$ cat config.mk
export PLATFORM = sky130hd
export DESIGN_NAME = clcs_link_ctl
export DESIGN_NICKNAME = d
export VERILOG_FILES = /design/src/rtl/clcs_pkg.sv /design/src/rtl/clcs_link_ctl.sv
export VERILOG_INCLUDE_DIRS = /design/src /design/src/rtl
export SDC_FILE = /design/constraint.sdc
export NUM_CORES = 1
export LEC_CHECK = 0
export BUFFER_PORTS_ARGS = -buffer_cell sky130_fd_sc_hd__buf_2
export CORE_MARGIN = 2
export CORE_UTILIZATION = 30
export DETAILED_ROUTE_END_ITERATION = 16
export GPL_TIMING_DRIVEN = 0
export RECOVER_POWER = 100
export SYNTH_ARGS = -nofsm -noshare
export SYNTH_HDL_FRONTEND = slang
export SYNTH_SLANG_ARGS = --single-unit
$ cat constraint.sdc
create_clock -name ref_clk_i -period 1.4 [get_ports ref_clk_i]
set_input_delay 0.07 -clock ref_clk_i [delete_from_list [all_inputs] [get_ports ref_clk_i]]
set_output_delay 0.07 -clock ref_clk_i [all_outputs]
set_load 0.02 [all_outputs]
$ cat src/rtl/clcs_params.svh
// constants for the link control and status register bank
`ifndef CLCS_PARAMS_SVH
`define CLCS_PARAMS_SVH
`define CLCS_ADDR_W 27
`define CLCS_PCT_BASE 27'h0000000
`define CLCS_CSR_BASE 27'h0040000
`define CLCS_XMT_BASE 27'h0042000
`define CLCS_LINK_CONTROL_STATUS_OFF 27'h0040000
`define CLCS_RESET_VAL 32'h00000800
`define CLCS_B_TPE 0
`define CLCS_B_RPE 1
`define CLCS_B_VHUB 2
`define CLCS_B_RXE_EN 3
`define CLCS_B_TXE_EN 4
`define CLCS_B_MCI_EN 5
`define CLCS_B_PSC_EN 6
`define CLCS_B_MCI 7
`define CLCS_B_IFRST 8
`define CLCS_B_RXPEND 9
`define CLCS_B_TXPEND 10
`define CLCS_B_PUT 11
`define CLCS_B_RSV12 12
`define CLCS_B_LWONLY 13
`define CLCS_B_PSC 14
`define CLCS_B_ISUM 15
`define CLCS_B_ERRDIS 16
`define CLCS_B_ZDPAR 17
`define CLCS_B_CAPAR 18
`define CLCS_ONL_LO 19
`define CLCS_RW_MASK 32'h00073978
`define CLCS_W1C_MASK 32'h00004083
`endif

$ cat src/rtl/clcs_pkg.sv
// types for the link control and status register bank
package clcs_pkg;
    typedef enum logic [1:0] {
        CLCS_REG_PCT,
        CLCS_REG_CSR,
        CLCS_REG_XMT
    } clcs_region_type;

    typedef struct packed {
        logic [31:0] rdata;
        logic ack;
        logic pct_sel;
        logic xmt_sel;
        logic irq;
        logic link_ok;
        logic link_if_reset;
        logic ca_parity_out;
        logic data_parity_out;
        logic lw_only;
        logic fatal;
    } clcs_state_type;
endpackage : clcs_pkg

$ cat src/rtl/clcs_link_ctl.sv
// link control and status register bank with window decode
`include "clcs_params.svh"

module clcs_link_ctl (
    input wire logic ref_clk_i,
    input wire logic reset_n_i,
    input wire logic req_i,
    input wire logic wr_i,
    input wire logic [26:0] addr_i,
    input wire logic [31:0] wdata_i,
    input wire logic [7:0] port_online_i,
    input wire logic virtual_hub_i,
    input wire logic tx_fifo_nonempty_i,
    input wire logic rx_fifo_nonempty_i,
    input wire logic tx_path_error_i,
    input wire logic rx_path_error_i,
    input wire logic intr_page_write_i,
    input wire logic port_state_change_i,
    input wire logic heartbeat_timeout_i,
    input wire logic ca_parity_i,
    input wire logic data_parity_i,
    output logic [31:0] rdata_o,
    output logic ack_o,
    output logic pct_sel_o,
    output logic xmt_sel_o,
    output logic irq_o,
    output logic link_ok_o,
    output logic link_if_reset_o,
    output logic ca_parity_o,
    output logic data_parity_o,
    output logic lw_only_o,
    output logic fatal_o
);
    logic [31:0] csr;
    logic [31:0] next_csr;
    clcs_pkg::clcs_state_type st;
    clcs_pkg::clcs_state_type next_st;

    // window region of an offset
    function automatic clcs_pkg::clcs_region_type clcs_region(input logic [26:0] a);
        if (a < `CLCS_CSR_BASE) begin
            return clcs_pkg::CLCS_REG_PCT;
        end else if (a < `CLCS_XMT_BASE) begin
            return clcs_pkg::CLCS_REG_CSR;
        end
        return clcs_pkg::CLCS_REG_XMT;
    endfunction

    // readback value with live status fields
    function automatic logic [31:0] clcs_view(input logic [31:0] c, input logic [7:0] onl,
                                             input logic vh, input logic txp, input logic rxp);
        logic [31:0] v;
        v = c;
        v[26:`CLCS_ONL_LO] = vh ? 8'h00 : onl;
        v[`CLCS_B_TXPEND] = txp;
        v[`CLCS_B_RXPEND] = rxp;
        v[`CLCS_B_VHUB] = vh;
        v[31:27] = 5'h00;
        return v;
    endfunction

    // next state of register and outputs
    always_comb begin
        logic wr_csr;
        logic tpe_set;
        logic rpe_set;
        logic pend_tx;
        logic pend_rx;
        logic pend_mci;
        logic pend_psc;
        logic fatal_n;
        wr_csr = 1'b0;
        tpe_set = 1'b0;
        rpe_set = 1'b0;
        pend_tx = 1'b0;
        pend_rx = 1'b0;
        pend_mci = 1'b0;
        pend_psc = 1'b0;
        fatal_n = st.fatal;
        next_csr = csr;
        next_st = st;
        next_st.ack = 1'b0;
        next_st.pct_sel = 1'b0;
        next_st.xmt_sel = 1'b0;
        wr_csr = req_i && wr_i && (addr_i == `CLCS_LINK_CONTROL_STATUS_OFF);
        // write one to clear, read-write store
        if (wr_csr) begin
            next_csr = (csr & ~`CLCS_RW_MASK) | (wdata_i & `CLCS_RW_MASK);
            next_csr = next_csr & ~(wdata_i & `CLCS_W1C_MASK);
        end
        tpe_set = (tx_path_error_i || heartbeat_timeout_i) && !csr[`CLCS_B_ERRDIS];
        rpe_set = (rx_path_error_i || heartbeat_timeout_i) && !csr[`CLCS_B_ERRDIS];
        if (tpe_set) begin
            next_csr[`CLCS_B_TPE] = 1'b1;
        end
        if (rpe_set) begin
            next_csr[`CLCS_B_RPE] = 1'b1;
        end
        if (intr_page_write_i) begin
            next_csr[`CLCS_B_MCI] = 1'b1;
        end
        if (port_state_change_i && csr[`CLCS_B_PSC_EN]) begin
            next_csr[`CLCS_B_PSC] = 1'b1;
        end
        if (heartbeat_timeout_i) begin
            fatal_n = 1'b1;
        end
        if (next_csr[`CLCS_B_IFRST]) begin
            fatal_n = 1'b0;
        end
        next_st.fatal = fatal_n;
        pend_tx = next_csr[`CLCS_B_TPE] && next_csr[`CLCS_B_TXE_EN];
        pend_rx = next_csr[`CLCS_B_RPE] && next_csr[`CLCS_B_RXE_EN];
        pend_mci = next_csr[`CLCS_B_MCI] && next_csr[`CLCS_B_MCI_EN];
        pend_psc = next_csr[`CLCS_B_PSC] && next_csr[`CLCS_B_PSC_EN];
        next_csr[`CLCS_B_ISUM] = pend_tx || pend_rx || pend_mci || pend_psc;
        next_st.irq = next_csr[`CLCS_B_ISUM];
        // bus answer and region selects
        if (req_i) begin
            next_st.ack = 1'b1;
            unique case (clcs_region(addr_i))
                clcs_pkg::CLCS_REG_PCT: next_st.pct_sel = 1'b1;
                clcs_pkg::CLCS_REG_CSR: next_st.pct_sel = 1'b0;
                clcs_pkg::CLCS_REG_XMT: next_st.xmt_sel = 1'b1;
            endcase
            if (!wr_i && addr_i == `CLCS_LINK_CONTROL_STATUS_OFF) begin
                next_st.rdata = clcs_view(csr, port_online_i, virtual_hub_i,
                                          tx_fifo_nonempty_i, rx_fifo_nonempty_i);
            end else begin
                next_st.rdata = 32'h00000000;
            end
        end
        next_st.link_ok = !next_csr[`CLCS_B_PUT] && !fatal_n && !next_csr[`CLCS_B_IFRST];
        next_st.link_if_reset = next_csr[`CLCS_B_IFRST];
        next_st.ca_parity_out = ca_parity_i ^ next_csr[`CLCS_B_CAPAR];
        next_st.data_parity_out = data_parity_i && !next_csr[`CLCS_B_ZDPAR];
        next_st.lw_only = next_csr[`CLCS_B_LWONLY];
    end

    // state registers
    always_ff @(posedge ref_clk_i or negedge reset_n_i) begin
        if (!reset_n_i) begin
            csr <= `CLCS_RESET_VAL;
            st <= '0;
        end else begin
            csr <= next_csr;
            st <= next_st;
        end
    end

    // outputs straight from flops
    assign rdata_o = st.rdata;
    assign ack_o = st.ack;
    assign pct_sel_o = st.pct_sel;
    assign xmt_sel_o = st.xmt_sel;
    assign irq_o = st.irq;
    assign link_ok_o = st.link_ok;
    assign link_if_reset_o = st.link_if_reset;
    assign ca_parity_o = st.ca_parity_out;
    assign data_parity_o = st.data_parity_out;
    assign lw_only_o = st.lw_only;
    assign fatal_o = st.fatal;
endmodule // clcs_link_ctl

Word-level counts from Yosys, hierarchy flattened
Index checks and enable logic that the tools add are counted.
{"block": "op_classes", "n_bitwise": 4, "order_cmp": 2, "n_reduce_logical": 25, "n_eq_ne": 2, "muxes": 19}
{"cell": "$lt A27 B19 Y1 const B", "n": 2}
{"cell": "$and A32 B32 Y32", "n": 1}
{"cell": "$not A15 Y32", "n": 1}
{"cell": "$or A32 B19 Y32", "n": 1}
{"cell": "$eq A27 B19 Y1 const B", "n": 1}
{"cell": "$mux W27", "n": 1}
{"cell": "$mux W19", "n": 1}
{"cell": "$logic_and A1 B1 Y1", "n": 13}
{"cell": "$mux W1", "n": 11}
{"cell": "$mux W2", "n": 4}
{"cell": "$mux W8", "n": 1}
{"cell": "$logic_not A1 Y1", "n": 6}
{"cell": "$logic_or A1 B1 Y1", "n": 5}
{"cell": "$mux W3", "n": 1}
{"cell": "$eq A2 B2 Y1 const B", "n": 1}
{"cell": "$logic_not A2 Y1", "n": 1}
{"cell": "$xor A1 B1 Y1", "n": 1}
{"block": "totals", "reg_bits": 69, "output_inout_bits": 42}

Depth between registers and ports, before layout
{"block": "depth", "word_depth": 9, "mapped_depth": 5, "ltp_nobuf": 4}

Least setup slack after synthesis
Ideal clock, no wire load.
{"block": "synth_path", "path_kind": "input port to flip-flop", "start": "input port addr_i[2]", "end": "register csr[12]", "setup_slack_ns": -0.123, "setup_time_ns": 0.125, "path_buffers": 1, "arrival_ns": 1.398, "path_stages": 5, "cell_sequence": "nor4_2 > nand4_4 > nor4_4 > buf_4 > mux2_2"}
{"block": "synth_via", "elab_chain_len": 2}
{"element": "from (decl)", "line": "clcs_link_ctl.sv:9", "rtl": "input wire logic [26:0] addr_i,"}
{"element": "$eq A27 B19 Y1 (no source line)"}
{"element": "$logic_and A1 B1 Y1", "line": "clcs_link_ctl.sv:85", "rtl": "wr_csr = req_i && wr_i && (addr_i == `CLCS_LINK_CONTROL_STATUS_OFF);"}
{"element": "to (signal assigned)", "line": "clcs_link_ctl.sv:143", "rtl": "csr <= `CLCS_RESET_VAL;"}
{"element": "to (signal assigned)", "line": "clcs_link_ctl.sv:146", "rtl": "csr <= next_csr;"}
{"element": "to (decl)", "line": "clcs_link_ctl.sv:34", "rtl": "logic [31:0] csr;"}
No other way between the ends.
A chain may end at the register's enable or synchronous reset.

Worst setup path after layout
{"block": "layout_path", "start": "input port addr_i[26]", "end": "register csr[18]"}
{"block": "layout_via", "elab_chain_len": 3}
{"element": "$eq A27 B19 Y1 (no source line)"}
{"element": "$logic_and A1 B1 Y1", "line": "clcs_link_ctl.sv:85"}
{"element": "$mux W19", "line": "clcs_link_ctl.sv:87", "rtl": "if (wr_csr) begin"}
{"element": "net next_csr[18]", "line": "clcs_link_ctl.sv:35", "rtl": "logic [31:0] next_csr;"}
The timed path passes the listed nets, and every way through them passes these cells.

==> impl_metrics.yaml <==
drt:
  vias: 1874
  first_pass_iters: 4
  routed_wl_um: 6110
  dr.first_iter.drc_count: 83
  wire_per_inst_um: 15.1
  drc_errors: 0
  detail_route.vias_per_cell: 4.64
  ant_nets: 0
pwr:
  p_leak_uw: 0.00154
  peakVddDrop_uv: 385
  p_per_area_nw_per_um2: 921
critical_path:
  cp-end-kind: "register"
  path_class: "input pin to register"
  cp.arrival_ns: 1.55
  worstReg2RegStart: "csr[16]"
  r2r_cells: 4
  r2r_end: "csr[15]"
  r2r_slack_ns: 0.08
  crit_fanout: 4
  startpoint_type: "input pin"
  cp.required_ns: 1.59
clock_tree:
  numCtsBuffers: 5
  clock_path_buffers: 2
  cts_tree: "yes"
  cts_sinks: 50
  clk_pin_slew_worst_paths_ns: 0.10
  htree_levels: 2
  clk_latency_ns: 0.31
  cts_root_buf: "clkbuf_8"
synth:
  synth_top_area_cell: "dfrtp_1"
  synth_ff_type: "dfrtp_1"
  synth-compound-area-share: 0.183
  synth_area_um2: 2220
  avgSynthCellArea_um2: 13.2
  synthCells: 168
  synth_edf_count: 0
  synth_xor_area_frac: 0
  synthTopCellsByArea: "dfrtp_1, a22o_1, nor4_4"
  yosys.area.top_type_share: 0.553
  async_flop_share: 1.00
  synth-simple-area-share: 0.157
  ys_warn_count: 0
  synthMuxAreaShare: 0.0502
  synth_seq_area_share: 0.565
  synth_adder_area_share: 0
  yosysUniqueCellTypes: 41
  synth_seq_cells: 50
  synth_top_family_by_area: "compound AO/OA/AOI/OAI gates"
floorplan:
  die_w_um: 90.0
  io_pins: 123
  die-area_um2: 8100
  core-area_um2: 7210
  chipHeight_um: 90.0
  rows: 31
  initial_utilization: 0.307
grt:
  grtUsageTotal: 0.151
  grt_max_degree: 51
  grt_first_pass_wirelength_um: 9680
  gr-usage-met1: 0.195
  antenna_found_initial: 0
  top_usage_layer: "met2"
  gr-total-overflow: 0
  grtUsageMet3: 0.0411
  grt_pass1_vias: 1947
  grt_use_met2: 0.253
run:
  maxCapViolations: 0
sta:
  post-route-min-period_ns: 1.36
  finalCritPeriodShare: 0.972
  maxSlewHeadroom: 0.149
  final-hold-violation-count: 0
  setup_viol: 0
  fin_worst_skew_ns: 0.00535
  rsz0062_at_grt: "yes"
  fmaxAchievable_mhz: 735
  slew_violations: 0
  tightest_slew_ns: 1.28
outcome:
  status: "completed"
finish:
  area_growth_pct: 46.6
  fillerInstances: 737
  antenna_cells: 0
  finalNetCount: 385
  drive_above_1_share: 0.364
  final_cells: 404
  largest_reg_flops: 27
  utilization: 0.451
worst_hold_path:
  hp-class: "input pin to async pin"
placed_design:
  portBuffers: 100
  gp_congestion: 0.746
  hpwl_um: 4200
  dp.cells: 371
[worst max-delay path by stage]
stage / from / endpoint / slack [ns] / cells after the start
after floorplan: addr_i[19] / csr[12] / -0.08 / 5
after global placement: addr_i[13] / rdata_o[26] / -0.41 / 6
after detailed placement: addr_i[13] / rdata_o[26] / -0.46 / 6
after CTS: addr_i[5] / csr[5] / -0.003 / 6
after global routing: addr_i[26] / csr[18] / -0.03 / 6
final: addr_i[26] / csr[18] / 0.04 / 6
[synth_stat cells (4+ instances only)]
master     n
o21ai_0    6
mux2_2     9
nor4_4     5
nand2b_1   4
nor2b_1    6
inv_1      5
a32o_1     7
a22o_1    19
a21boi_0   4
buf_4      6
nand2_1    8
dfrtp_1   49
nor2_1     4
[layout by cell type (no fill, tap or decap), drive strengths merged, types with 2 or more instances in the layout]
| cell | Yosys | routed |
|---|---|---|
| nand3 | 3 | 3 |
| buf | 8 | 79 |
| dlygate4sd3 | 0 | 14 |
| clkbuf | 2 | 48 |
| bufinv | 0 | 2 |
| dfrtp | 49 | 49 |
| a22o | 19 | 19 |
| mux2 | 9 | 9 |
| nand2 | 8 | 8 |
| conb | 1 | 5 |
| nor2b | 6 | 6 |
| o21ai | 6 | 6 |
| nor2 | 4 | 4 |
| and3 | 2 | 2 |
| nand4 | 2 | 2 |
| nor4 | 7 | 7 |
| o21bai | 2 | 2 |
| nand2b | 4 | 4 |
| o31ai | 2 | 2 |
| a21boi | 4 | 4 |
| a32o | 8 | 8 |
| a21o | 2 | 2 |
| and4 | 2 | 2 |
| inv | 6 | 6 |
[area by class of cell]
| class | count | area, µm² | area share |
|---|---|---|---|
| buffer | 10 | 78.8 | 0.0242 |
| clock buffer | 6 | 82.6 | 0.0254 |
| clock inverter | 2 | 60.1 | 0.0185 |
| inverter | 6 | 22.5 | 0.00692 |
| multi-input combinational | 106 | 940 | 0.289 |
| sequential | 50 | 1250 | 0.385 |
| tap | 99 | 124 | 0.0381 |
| timing repair buffer | 125 | 693 | 0.213 |
[worst max-delay path, stage by stage]
cell and delay [ns]:
buf_6 0.10, nor4_4 0.39, nand3_4 0.14, nor4_4 0.34, buf_4 0.22, mux2_4 0.30
[timing repair]
| action | 4_1_cts | 5_1_grt |
|---|---|---|
| pin swaps | 4 | 3 |
| hold buffers | 12 | 2 |
| setup buffers | 6 | 4 |
| gates resized for setup | 3 | 11 |
| endpoints found under the hold margin | 13 | 2 |
| cloned | 0 | 1 |
| endpoints found under the setup margin | 29 | 9 |
[kinds of logic after synthesis]
family          after synthesis
compound gates               50
simple gates                 41
other cells                   1
mux                          10
buf+inv                      16
flops                        50
[stage by stage]
step | power, µW | setup TNS (ns) | area [µm²] | setup slack, ns | hold WS (ns)
floorplan | 1560 | -0.512 | 2250 | -0.0788 | -0.226
global placement | 1730 | -12.95 | 2880 | -0.409 | 0.263
detailed placement | 1730 | -15.18 | 2880 | -0.463 | 0.263
CTS | 3020 | -0.00451 | 3200 | -0.00269 | 0.00116
global route | 3120 | -0.156 | 3250 | -0.0312 | 0.00112
finish | 3000 | 0 | 3250 | 0.0387 | 0.00646
[layer usage]
layer / share of wire / vias to the layer above
met5: 0 / -
met4: 0.0097 / 0
met3: 0.053 / 6
met2: 0.49 / 55
met1: 0.45 / 912
li1: - / 901
[power by group]
part	internal [µW]	total, µW	switching (µW)
Clock	762	1260	495
Combinational	133	289	156
Sequential	1450	1450	1.71
Total	2340	3000	653
Note: power is estimated with default switching activity, not from simulation.
